$ cat config.mk
export PLATFORM = sky130hd
export DESIGN_NAME = link_control
export DESIGN_NICKNAME = d
export VERILOG_FILES = /design/src/rtl/link_control.v /design/src/rtl/retrain_delay.v
export VERILOG_INCLUDE_DIRS = /design/src /design/src/include
export SDC_FILE = /design/constraint.sdc
export NUM_CORES = 1
export LEC_CHECK = 0
export ABC_AREA = 1
export ABC_CLOCK_PERIOD_IN_PS = 4300
export BUFFER_PORTS_ARGS = -buffer_cell sky130_fd_sc_hd__buf_2
export CORE_MARGIN = 4
export CORE_UTILIZATION = 55
export DETAILED_ROUTE_END_ITERATION = 10
export PLACE_DENSITY = 0.83
export SETUP_SLACK_MARGIN = 0.5
export SLEW_MARGIN = 10
export SYNTH_ARGS = -nofsm -noshare
export SYNTH_HDL_FRONTEND = slang
export SYNTH_HIERARCHICAL = 1
export SYNTH_SLANG_ARGS = --single-unit
$ cat constraint.sdc
create_clock -name CLK_SYS -period 4.3 [get_ports CLK_SYS]
set_clock_uncertainty 0.2 [all_clocks]
set_input_delay 0.645 -clock CLK_SYS [delete_from_list [all_inputs] [get_ports CLK_SYS]]
set_output_delay 0.645 -clock CLK_SYS [all_outputs]
set_load 0.1 [all_outputs]
$ cat src/include/link_control_regs.vh
`ifndef LINK_CONTROL_REGS_VH
`define LINK_CONTROL_REGS_VH

`define LINK_CONTROL_OFFSET 12'h050
`define LC_PM_CTRL_LSB 0
`define LC_PM_CTRL_MSB 1
`define LC_RSVD2_BIT 2
`define LC_RCB_BIT 3
`define LC_LINK_OFF_BIT 4
`define LC_RETRAIN_BIT 5
`define LC_REFCLK_BIT 6
`define LC_PM_CTRL_RESET 2'h0
`define LC_PM_NONE 2'h0
`define LC_PM_L0S 2'h1
`define LC_PM_L1 2'h2
`define LC_PM_L0S_L1 2'h3
`define LC_RETRAIN_DELAY_NS 1000000
`define LC_CLK_PERIOD_NS 4
`define LC_RETRAIN_DELAY_CYCLES \
    (`LC_RETRAIN_DELAY_NS / `LC_CLK_PERIOD_NS)

`endif

$ cat src/rtl/link_control.v
`timescale 1ns/1ps
`include "link_control_regs.vh"

// Behaviour
// Power control resets disabled; EEPROM may override
// Power control codes: none, L0s, L1, both
// L0s enable gates transmitter entry only
// Completion boundary and bit 2 read zero
// Link off disables downstream link only
// Retrain write forces LTSSM into Recovery
// Retrain bit always reads zero
// Retrain write also updates other fields
// Settings busy in training apply next retrain
// Upstream retrain ignored while unlock clear
// Upstream retrain starts after 1 ms delay
// Software waits 1 ms after upstream retrain
// Upstream training flag asserts after delay
// Shared refclk bit read/write, resets zero
// Reserved, hardwired bits ignore writes, read zero
module link_control #(
    parameter integer RETRAIN_DELAY_CYCLES = `LC_RETRAIN_DELAY_CYCLES,
    parameter integer DELAY_WIDTH = 18
) (
    input wire CLK_SYS,
    input wire RST,
    input wire UPSTREAM_PORT,
    input wire CFG_WRITE,
    input wire CFG_READ,
    input wire [11:0] CFG_ADDR,
    input wire [15:0] CFG_WDATA,
    input wire [1:0] CFG_BYTE_EN,
    output reg [15:0] CFG_RDATA,
    output reg CFG_RVALID,
    input wire EEPROM_LOAD,
    input wire [1:0] EEPROM_PM_CTRL,
    input wire CONFIG_WRITE_UNLOCK,
    input wire LTSSM_IN_TRAINING,
    output reg [1:0] PM_CTRL,
    output reg TX_L0S_ENABLE,
    output reg RX_L0S_SUPPORT,
    output reg L1_ENABLE,
    output reg LINK_OFF,
    output reg SHARED_REFCLK,
    output reg LTSSM_GOTO_RECOVERY,
    output reg LINK_TRAINING_FLAG_SET,
    output reg RETRAIN_PENDING
);
    reg [1:0] pm_ctrl;
    reg link_off_request;
    reg shared_refclk_config;
    reg [1:0] pm_applied;
    reg link_off_applied;
    reg refclk_applied;
    reg deferred_apply;
    wire hit;
    wire wr_lo;
    wire retrain_write;
    wire up_retrain;
    wire local_retrain;
    wire delay_busy;
    wire delay_done;
    wire fire_retrain;
    reg [15:0] next_rdata;

    assign hit = (CFG_ADDR == `LINK_CONTROL_OFFSET);
    assign wr_lo = CFG_WRITE && hit && CFG_BYTE_EN[0];
    assign retrain_write = wr_lo && CFG_WDATA[`LC_RETRAIN_BIT];
    // Upstream retrain needs unlock, then a delay
    assign up_retrain = retrain_write && UPSTREAM_PORT &&
        CONFIG_WRITE_UNLOCK;
    assign local_retrain = retrain_write && !UPSTREAM_PORT;
    assign fire_retrain = local_retrain || delay_done;

    retrain_delay #(
        .COUNT(RETRAIN_DELAY_CYCLES),
        .WIDTH(DELAY_WIDTH)
    ) u_delay (
        .clk(CLK_SYS),
        .rst(RST),
        .start(up_retrain),
        .busy(delay_busy),
        .done(delay_done)
    );

    function [15:0] pack_reg;
        input [1:0] pm;
        input off;
        input refclk;
        begin
            pack_reg = 16'h0000; // see R4 see R7
            pack_reg[`LC_PM_CTRL_MSB:`LC_PM_CTRL_LSB] = pm;
            pack_reg[`LC_LINK_OFF_BIT] = off;
            pack_reg[`LC_REFCLK_BIT] = refclk;
        end
    endfunction

    // Register fields, all updated by one write
    always @(posedge CLK_SYS) begin
        if (RST) begin
            pm_ctrl <= `LC_PM_CTRL_RESET;
            link_off_request <= 1'b0;
            shared_refclk_config <= 1'b0;
        end else if (wr_lo) begin
            pm_ctrl <= CFG_WDATA[`LC_PM_CTRL_MSB:`LC_PM_CTRL_LSB];
            link_off_request <= CFG_WDATA[`LC_LINK_OFF_BIT];
            shared_refclk_config <= CFG_WDATA[`LC_REFCLK_BIT];
        end else if (EEPROM_LOAD) begin
            pm_ctrl <= EEPROM_PM_CTRL;
        end
    end

    // Settings reach the link now, or at next retrain
    always @(posedge CLK_SYS) begin
        if (RST) begin
            pm_applied <= `LC_PM_CTRL_RESET;
            link_off_applied <= 1'b0;
            refclk_applied <= 1'b0;
            deferred_apply <= 1'b0;
        end else begin
            if (retrain_write && LTSSM_IN_TRAINING) begin
                deferred_apply <= 1'b1;
            end else if (fire_retrain && !LTSSM_IN_TRAINING) begin
                deferred_apply <= 1'b0;
            end
            if (!deferred_apply || (fire_retrain && !LTSSM_IN_TRAINING)) begin
                pm_applied <= pm_ctrl;
                link_off_applied <= link_off_request;
                refclk_applied <= shared_refclk_config;
            end
        end
    end

    always @* begin
        next_rdata = 16'h0000;
        if (hit) begin
            next_rdata = pack_reg(pm_ctrl, link_off_request,
                shared_refclk_config);
        end
    end

    // Outputs, all from flip-flops
    always @(posedge CLK_SYS) begin
        if (RST) begin
            CFG_RDATA <= 16'h0000;
            CFG_RVALID <= 1'b0;
            PM_CTRL <= `LC_PM_NONE;
            TX_L0S_ENABLE <= 1'b0;
            RX_L0S_SUPPORT <= 1'b1;
            L1_ENABLE <= 1'b0;
            LINK_OFF <= 1'b0;
            SHARED_REFCLK <= 1'b0;
            LTSSM_GOTO_RECOVERY <= 1'b0;
            LINK_TRAINING_FLAG_SET <= 1'b0;
            RETRAIN_PENDING <= 1'b0;
        end else begin
            CFG_RVALID <= CFG_READ;
            CFG_RDATA <= CFG_READ ? next_rdata : 16'h0000;
            PM_CTRL <= pm_applied;
            TX_L0S_ENABLE <= (pm_applied == `LC_PM_L0S) ||
                (pm_applied == `LC_PM_L0S_L1); // see R2
            RX_L0S_SUPPORT <= 1'b1;
            L1_ENABLE <= (pm_applied == `LC_PM_L1) ||
                (pm_applied == `LC_PM_L0S_L1);
            LINK_OFF <= link_off_applied && !UPSTREAM_PORT;
            SHARED_REFCLK <= refclk_applied;
            LTSSM_GOTO_RECOVERY <= fire_retrain; // see R6
            LINK_TRAINING_FLAG_SET <= fire_retrain;
            RETRAIN_PENDING <= delay_busy;
        end
    end
endmodule // link_control

$ cat src/rtl/retrain_delay.v
`timescale 1ns/1ps
module retrain_delay #(
    parameter integer COUNT = 250000,
    parameter integer WIDTH = 18
) (
    input wire clk,
    input wire rst,
    input wire start,
    output reg busy,
    output reg done
);
    reg [WIDTH-1:0] count;

    // Counts the deferral, then pulses done once
    always @(posedge clk) begin
        if (rst) begin
            count <= {WIDTH{1'b0}};
            busy <= 1'b0;
            done <= 1'b0;
        end else begin
            done <= 1'b0;
            if (start && !busy) begin
                busy <= 1'b1;
                count <= COUNT[WIDTH-1:0] - {{(WIDTH-1){1'b0}}, 1'b1};
            end else if (busy) begin
                if (count == {WIDTH{1'b0}}) begin
                    busy <= 1'b0;
                    done <= 1'b1;
                end else begin
                    count <= count - {{(WIDTH-1){1'b0}}, 1'b1};
                end
            end
        end
    end
endmodule // retrain_delay

==> flow_summary.ini, run 1 <==
[timing]
rsz0062_at_grt = no
finalSetupViolCount = 0
finalSetupTns_ps = 0
drv_slew = 0
hold_viol = 0
post-route-period-util_pct = 54.1
post-route-min-period_ps = 2330
worst_pin_slew_ps = 552
whs_ps = 246
max_slew_margin_pct = 63.1
fmax_ghz = 0.430
setup_ws_ps = 1970

[route]
ant_nets = 0
drt_iter0_markers = 145
avgViaCountPerCell = 5.10
drc = 0
first_pass_iters = 5
route.vias.total = 2071
wl_per_cell_um = 11.4
drt_wl_total_um = 4620

[pwr]
peakVddDrop_uv = 218
p_leak_nw = 1.29
powerDensity_nw_per_um2 = 319

[grt]
grt_pass1_wl_um = 7720
grt_start_max_net_pins = 24
antenna_found_initial = 0
grt_pass1_vias = 1813
grt_overflow = 0
grt.total_usage_pct = 18.6

[clock_network]
cts_tree = built
clk_latency_ps = 300
cts_sinks = 42
path_clk_slew_ps = 80
cts_setup_buffers = 0
root_buffer = clkbuf_8
cts.path.max_buffers = 2
htreeDepth = 2
hold_buffers = 0
cts_resized = 0
cts_inserted_buffers = 5

[placement]
dp_hpwl_um = 3480
place_ws_ps = 1650
place_congestion = 0.860
portBuffers = 41

[finish]
nFillCells = 325
fin_util_pct = 66.2
drive_gt1_share_pct = 20.1
area_growth_pct = 12.5
layout.nets = 399
num_antenna_cells = 0

[critical_path]
reg2regPathDepth = 11
worstPathArrival_ps = 2300
worst-path-stages = 13
cp.required_ps = 4280
crit_family = simple AND/OR/NAND/NOR gates
path_cells = buf_2 > inv_1 > nand2_1 > nor2_1 > nand2_1 > nor2_4 > nand2_2 > nor3b_1 > nand2_2 > nand2_1 > inv_2 > a21oi_1 > nor2_1
crit_path_end_kind = flop
cpMostUsedCell = nand2_1
crit_path_top_delay_cell = nor3b_1
cp_num_buf_inv = 3
slowest_delay_ps = 380
critPathMaxFanout = 10
start_kind = input pin
crit_type = input pin to flop

[yosys]
synth_area_um2 = 2220
synth_top_cell_area_share_pct = 37.9
synth_area_per_cell_um2 = 6.99
synthCells = 317
yosys_warnings = 6
synth_area_leaders = dfxtp_1 (38%), nor2_1 (9.5%), nand2_1 (9.3%), inv_1 (7.6%), buf_4 (5.1%)
yosys.area.top_type = dfxtp_1
ys_seq_elements = 42
ys_seq_area_share_pct = 37.9
ys_types = 30

[flow_run]
cap_violations = 0

[die]
initial_utilization_pct = 58.8
core-area_um2 = 3770
die_w_um = 71.5
rows = 22
pin_count = 67
dieArea_um2 = 5110
die_y_um = 71.5

[outcome]
status = complete, no violations

[worst_hold_path]
hp-class = flop to flop
holdPathStages = 2
==> layer usage <==
layer  track usage, %  wire [um]
met1             22.9       1970
met5                0          0
met4             6.47         75
met2             31.6       2230
met3             4.35        347
==> flip-flops by register name (all words and copies together) (netlist names) <==
signal / cells
PM_CTRL: 2
TX_L0S_ENABLE: 1
pm_applied: 2
SHARED_REFCLK: 1
link_off_request: 1
LINK_OFF: 1
pm_ctrl: 2
refclk_applied: 1
RETRAIN_PENDING: 1
u_delay/busy: 1
u_delay/count: 18
shared_refclk_config: 1
LINK_TRAINING_FLAG_SET: 1
link_off_applied: 1
CFG_RVALID: 1
u_delay/done: 1
deferred_apply: 1
L1_ENABLE: 1
CFG_RDATA: 4
==> worst reg2reg max path: stages, from the launching register on <==
cell and delay [ps]:
dfxtp_1 350, inv_1 130, ha_1 250, nand2_2 120, nor2_4 160, nand2_1 100, nor2_1 150, nand3_1 90
nand2_1 80, nand3_1 60, nand2_1 60, inv_1 40
==> final cells by class <==
type	count	area [um2]	area share, %
multi-input cells	221	1110	44.3
flip-flops and latches	42	841	33.7
repair buffers	41	205	8.22
inverters	46	173	6.92
clock buffers	6	72.6	2.91
well taps	48	60.1	2.41
clock inverters	2	37.5	1.50
==> power breakdown <==
part / switching, mW / leakage (nW) / internal, mW
clock: 0.139 / 0.0514 / 0.173
combinational: 0.0766 / 0.896 / 0.0141
sequential: 0.000996 / 0.339 / 0.391
total: 0.217 / 1.29 / 0.579
==> through the flow <==
step,total power [mW],instance area (um2),instances
2_1_floorplan,0.483,2260,328
3_3_place_gp,0.491,2380,398
3_5_place_dp,0.492,2380,398
4_1_cts,0.800,2490,406
5_1_grt,0.823,2490,406
6_report,0.796,2490,406
==> kinds of logic after synthesis <==
family,Yosys count,synth area share [%]
other,2,0.339
AND/OR/NAND/NOR,170,37.1
AO/OA/AOI/OAI,32,7.84
adder cells (fa/ha/maj),2,1.13
XOR/XNOR,4,1.58
buffers and inverters,65,14.1
flip-flops,42,37.9
==> cells in the mapped netlist (all sizes together) <==
library cell and count:
nand3b 1, and2 1, xor2 3, buf 16, dfxtp 42, nor3 4
clkbuf 3, nand2 64, xnor2 1, conb 2, a21oi 21, nand4 10
nor3b 3, a211oi 4, nor2 64, inv 46, o21ai 7, ha 2
nand3 23
==> final timing paths <==
path / start / end / slack (ps)
hold / removal: refclk_applied / SHARED_REFCLK / 250
setup / recovery: CFG_ADDR[7] / u_delay/count[2] / 1970
setup reg to reg: u_delay/count[0] / u_delay/count[12] / 2440
hold reg to reg: refclk_applied / SHARED_REFCLK / 250
==> placed cells by master (no fill, tap or decap), drive strengths merged <==
cell	count
a211oi	4
a21oi	21
and2	1
buf	41
bufinv	1
clkbuf	6
clkinvlp	1
conb	13
dfxtp	42
ha	2
inv	46
nand2	64
nand3	23
nand3b	1
nand4	10
nor2	64
nor3	4
nor3b	3
o21ai	7
xnor2	1
xor2	3
Power figures use the tool's default switching activity.
==> run 2, diff against run 1 <==
--- a/config.mk
+++ b/config.mk
@@ -7,12 +7,12 @@
 export NUM_CORES = 1
 export LEC_CHECK = 0
 export ABC_AREA = 1
-export ABC_CLOCK_PERIOD_IN_PS = 4300
+export ABC_CLOCK_PERIOD_IN_PS = 2200
 export BUFFER_PORTS_ARGS = -buffer_cell sky130_fd_sc_hd__buf_2
 export CORE_MARGIN = 4
-export CORE_UTILIZATION = 55
+export CORE_UTILIZATION = 51
 export DETAILED_ROUTE_END_ITERATION = 10
-export PLACE_DENSITY = 0.83
+export PLACE_DENSITY = 0.77
 export SETUP_SLACK_MARGIN = 0.5
 export SLEW_MARGIN = 10
 export SYNTH_ARGS = -nofsm -noshare
==> constraint.sdc (replaced) <==
create_clock -name CLK_SYS -period 2.2 [get_ports CLK_SYS]
set_clock_uncertainty 0.2 [all_clocks]
set_input_delay 0.33 -clock CLK_SYS [delete_from_list [all_inputs] [get_ports CLK_SYS]]
set_output_delay 0.33 -clock CLK_SYS [all_outputs]
set_load 0.1 [all_outputs]
==> run 2 against run 1 <==
Power rose by 82%. Global-route usage increased by 0.15 points. Worst setup slack worse by 1500 ps. Sequential share of layout area is 3.2 points lower. Final cell count is 5.4% higher. Via count grew 6.0%. Highest routed layer unchanged.
==> flow_summary.ini, run 2 (same netlist as run 1, synthesis figures left out) <==
[outcome]
status = complete, no violations

[die]
rows = 23
core-area_um2 = 4120
dieArea_um2 = 5470
initial_utilization_pct = 53.9
pin_count = 67
die_y_um = 73.9
die_w_um = 73.9

[critical_path]
path_cells = inv_1 > nand2_1 > nor2_2 > buf_4 > nand3_1 > nor3_1 > nor3b_2
crit_type = flop to flop
crit_path_top_delay_cell = dfxtp_1
worstPathArrival_ps = 1670
reg2reg_from = u_delay/count[4]
critPathMaxFanout = 4
critPathLaunch = u_delay/count[4]
slowest_delay_ps = 340
crit_path_end_kind = flop
cp.required_ps = 2180
start_kind = flop

[timing]
hold_viol = 0
fmax_ghz = 0.594
finalSetupTns_ps = 0
post-route-period-util_pct = 76.5
drv_slew = 0
rsz0062_at_grt = yes
whs_ps = 28.2
post-route-min-period_ps = 1680
finalSetupViolCount = 0

[clock_network]
cts_inserted_buffers = 5
root_buffer = clkbuf_8
clk_latency_ps = 290
cts.path.max_buffers = 2
cts_sinks = 42
cts_tree = built
htreeDepth = 2
path_clk_slew_ps = 80

[grt]
antenna_found_initial = 0
grt_pass1_vias = 1952
grt_pass1_wl_um = 8060
grt.total_usage_pct = 18.7
grt_overflow = 0
grt_start_max_net_pins = 17

[finish]
num_antenna_cells = 0
layout.nets = 419
mostFrequentLayoutCells = nand2_1 (52), nor2_1 (52), buf_2 (41)
largest_reg_flops = 18
area_growth_pct = 25.8
drive_gt1_share_pct = 32.0
largest-register = u_delay/count
reg.largest.list = u_delay/count x18, CFG_RDATA x4

[route]
wl_per_cell_um = 12.0
avgViaCountPerCell = 5.13
first_pass_iters = 4
route.vias.total = 2196
drt-met1-wl_um = 2150
drt_iter0_markers = 206
ant_nets = 0
highest_layer = met4
wl_met3_um = 332
wl_met2_um = 2530
drt_wl_total_um = 5130
drc = 0

[pwr]
powerDensity_nw_per_um2 = 519
p_leak_nw = 1.43
peakVddDrop_uv = 346

[worst_hold_path]
hp-start = UPSTREAM_PORT
hp-class = input pin to flop

[placement]
portBuffers = 41
dp_hpwl_um = 3480
place_congestion = 0.853

[flow_run]
cap_violations = 0
[run 2: cell types whose count changed in the layout (fill, tap and decap cells not counted), moves of 4 or more]
cell | before | now
dfxtp_1 | 42 | 37
nor2_2 | 3 | 7
buf_4 | 0 | 16
nor2_1 | 56 | 52
dfxtp_2 | 0 | 4
inv_1 | 45 | 37
[run 2: final timing paths]
kind                       endpoint  slack [ps]  depth (start not counted)
setup / recovery  u_delay/count[11]         520                          7
hold / removal             LINK_OFF          30                          2
setup reg to reg  u_delay/count[11]         520                          7
hold reg to reg       SHARED_REFCLK         230                          2
[run 2: cell type report]
type                       instances  area (um2)
tap                               50        62.6
inverter                          46         193
clock inverter                     2        13.8
fill                             336        1330
clock buffer                       6        72.6
timing repair buffer              60         368
sequential                        42         850
multi-input combinational        222        1230
[run 2: critical path: cells and delay by family (launching register included)]
| family | cells | cell delay [ps] |
|---|---|---|
| buffers and inverters | 2 | 240 |
| AND/OR/NAND/NOR | 5 | 800 |
| flip-flops | 1 | 340 |
[run 2: metrics by stage]
| stage | area [um2] | power, mW | std cells | setup slack [ps] | util (%) |
|---|---|---|---|---|---|
| detailed placement | 2450 | 0.967 | 404 | 126 | 59.4 |
| global placement | 2450 | 0.965 | 404 | 168 | 59.4 |
| floorplan | 2290 | 0.947 | 328 | 409 | - |
| CTS | 2670 | 1.46 | 420 | 505 | 64.8 |
| finish | 2790 | 1.45 | 428 | 516 | 67.8 |
| global route | 2790 | 1.50 | 428 | 426 | 67.8 |
[run 2: per-layer routing]
layer,up-vias,global-route usage [%]
met2,85,32.0
met1,1001,22.7
met3,12,4.59
met4,0,7.24
li1,1098,-
met5,-,0
[run 2: timing repair]
action	CTS	global route
cloned	1	0
buffers inserted	7	8
pin swaps	3	12
setup endpoints to repair	16	18
hold buffers	0	0
resized for setup	13	22
[run 2: report_power, final]
group          internal [mW]  leakage [nW]  total (mW)  switching [mW]
clock network          0.224        0.0452       0.497           0.272
logic                 0.0306          1.04       0.184           0.153
registers              0.764         0.342       0.766         0.00175
total                   1.02          1.43        1.45           0.427
==> run 3, diff against run 2 <==
--- a/config.mk
+++ b/config.mk
@@ -7,7 +7,7 @@
 export NUM_CORES = 1
 export LEC_CHECK = 0
 export ABC_AREA = 1
-export ABC_CLOCK_PERIOD_IN_PS = 2200
+export ABC_CLOCK_PERIOD_IN_PS = 1680
 export BUFFER_PORTS_ARGS = -buffer_cell sky130_fd_sc_hd__buf_2
 export CORE_MARGIN = 4
 export CORE_UTILIZATION = 51
==> constraint.sdc (replaced) <==
create_clock -name CLK_SYS -period 1.68 [get_ports CLK_SYS]
set_clock_uncertainty 0.2 [all_clocks]
set_input_delay 0.252 -clock CLK_SYS [delete_from_list [all_inputs] [get_ports CLK_SYS]]
set_output_delay 0.252 -clock CLK_SYS [all_outputs]
set_load 0.1 [all_outputs]
==> run 3 against run 2 <==
The flow now finishes with violations (negative setup slack). Count of clock-buffer cells in the layout fell by 1. Worst hold slack got worse by 25 ps. Clock power rose by 33%. Highest routed layer unchanged.
==> flow_summary.ini, run 3 (same netlist as run 1, synthesis figures left out) <==
[placement]
place_congestion = 0.860
portBuffers = 41
dp_hpwl_um = 3690
place_ws_ps = -204

[pwr]
p_int_mw = 1.34
peakVddDrop_uv = 308
p_comb_share_pct = 13.8
clockPowerShare_pct = 34.3
switching_share_pct = 30.4
powerDensity_nw_per_um2 = 566
p_sw_uw = 586
p_leak_nw = 1.65
pwr-share-seq_pct = 51.9

[clock_network]
cts_inserted_buffers = 5
root_buffer = clkbuf_8
cts.path.max_buffers = 2
cts_sinks = 42
htreeDepth = 2
clk_latency_ps = 300
cts_tree = built
hold_buffers = 1
path_clk_slew_ps = 80

[finish]
largest_reg_flops = 18
drive_gt1_share_pct = 49.6
mostFrequentLayoutCells = nand2_1 (43), inv_1 (37), nor2_1 (35)
area_growth_pct = 53.5
reg.largest.list = u_delay/count x18, CFG_RDATA x4
nFillCells = 225
layout.nets = 438
num_antenna_cells = 0
fin_util_pct = 82.7
largest-register = u_delay/count
layout_commonest_cell = nand2_1

[die]
initial_utilization_pct = 53.9
die_w_um = 73.9
core-area_um2 = 4120
die_y_um = 73.9
pin_count = 67
rows = 23
dieArea_um2 = 5470

[timing]
finalSetupViolCount = 3
post-route-min-period_ps = 1770
post-route-period-util_pct = 105
drv_slew = 0
setup_ws_ps = -91.8
fmax_ghz = 0.564
rsz0062_at_grt = yes
hold_viol = 0

[worst_hold_path]
hp-class = input pin to flop
hp-start = CFG_READ
holdPathStages = 3

[critical_path]
worstPathArrival_ps = 1770
crit_path_end_kind = flop
reg2reg_from = u_delay/count[6]
start_kind = flop
crit_type = flop to flop
reg2regPathDepth = 10
critPathLaunch = u_delay/count[6]
critPathMaxFanout = 3
cp.required_ps = 1680

[route]
drc = 0
drt_wl_total_um = 7170
drt_iter0_markers = 314
first_pass_iters = 6
ant_nets = 0
wl_per_cell_um = 16.0
avgViaCountPerCell = 5.53
route.vias.total = 2470

[grt]
grt_pass1_wl_um = 9120
grt_start_max_net_pins = 24
antenna_found_initial = 0
grt_pass1_vias = 2051
grt.total_usage_pct = 21.5
grt_overflow = 0

[outcome]
status = finished, violations left
violations = negative setup slack

[flow_run]
cap_violations = 0
-- run 3: worst paths after layout --
kind,to,slack [ps]
hold reg to reg,SHARED_REFCLK,230
setup / recovery,u_delay/count[17],-90
setup reg to reg,u_delay/count[17],-90
hold / removal,CFG_RVALID,3
-- run 3: routing by layer --
| layer | vias up | GRT usage [%] | wire length, um |
|---|---|---|---|
| met3 | 51 | 5.14 | 619 |
| met4 | 0 | 9.05 | 272 |
| met2 | 164 | 38.0 | 3600 |
| met5 | - | 0 | 0 |
| li1 | 1130 | - | - |
| met1 | 1125 | 24.9 | 2680 |
-- run 3: critical path: stages, from the launching register on --
cell and delay [ps]:
dfxtp_1 380, inv_1 130, nand2_1 100, nor2_4 170
nand3_2 160, nor2_4 150, nand3_1 90, nand2_1 80
nand3_1 90, nand2_1 90, inv_1 50
-- run 3: metrics by stage --
stage                     hold slack (ps)  power (mW)  setup TNS, ps  cell area, um2  cells
final                                2.96        1.93           -196            3400    447
after global routing                 4.05        1.99           -750            3400    447
after CTS                           -39.5        1.93              0            3100    436
after detailed placement              218        1.27          -1900            2570    410
after global placement                211        1.27          -1360            2570    410
after floorplan                       122        1.24          -22.6            2380    328
-- run 3: power by group through the flow --
stage                     clock, mW  sequential (mW)  combinational, mW
final                         0.661            0.999              0.266
after floorplan                   0             1.05              0.188
after detailed placement          0             1.03              0.241
after global routing          0.714             1.00              0.277
after CTS                     0.672             1.00              0.253
after global placement            0             1.03              0.238
-- run 3: area by class of cell --
type                            instances  area [um2]  share of cell area (%)
Tap cell                               50        62.6                    1.84
Timing Repair Buffer                   76         713                    21.0
Sequential cell                        42         882                    25.9
Inverter                               46         195                    5.74
Clock buffer                            5        68.8                    2.02
Multi-Input combinational cell        225        1460                    42.9
Clock inverter                          3        21.3                   0.625
-- run 3: timing repair --
item                                    CTS  global route
buffers inserted                         15             9
hold endpoints to repair                  2             1
pin swaps                                23            29
gates cloned                              2             2
endpoints found under the setup margin   39            44
gates resized for setup                  87            66
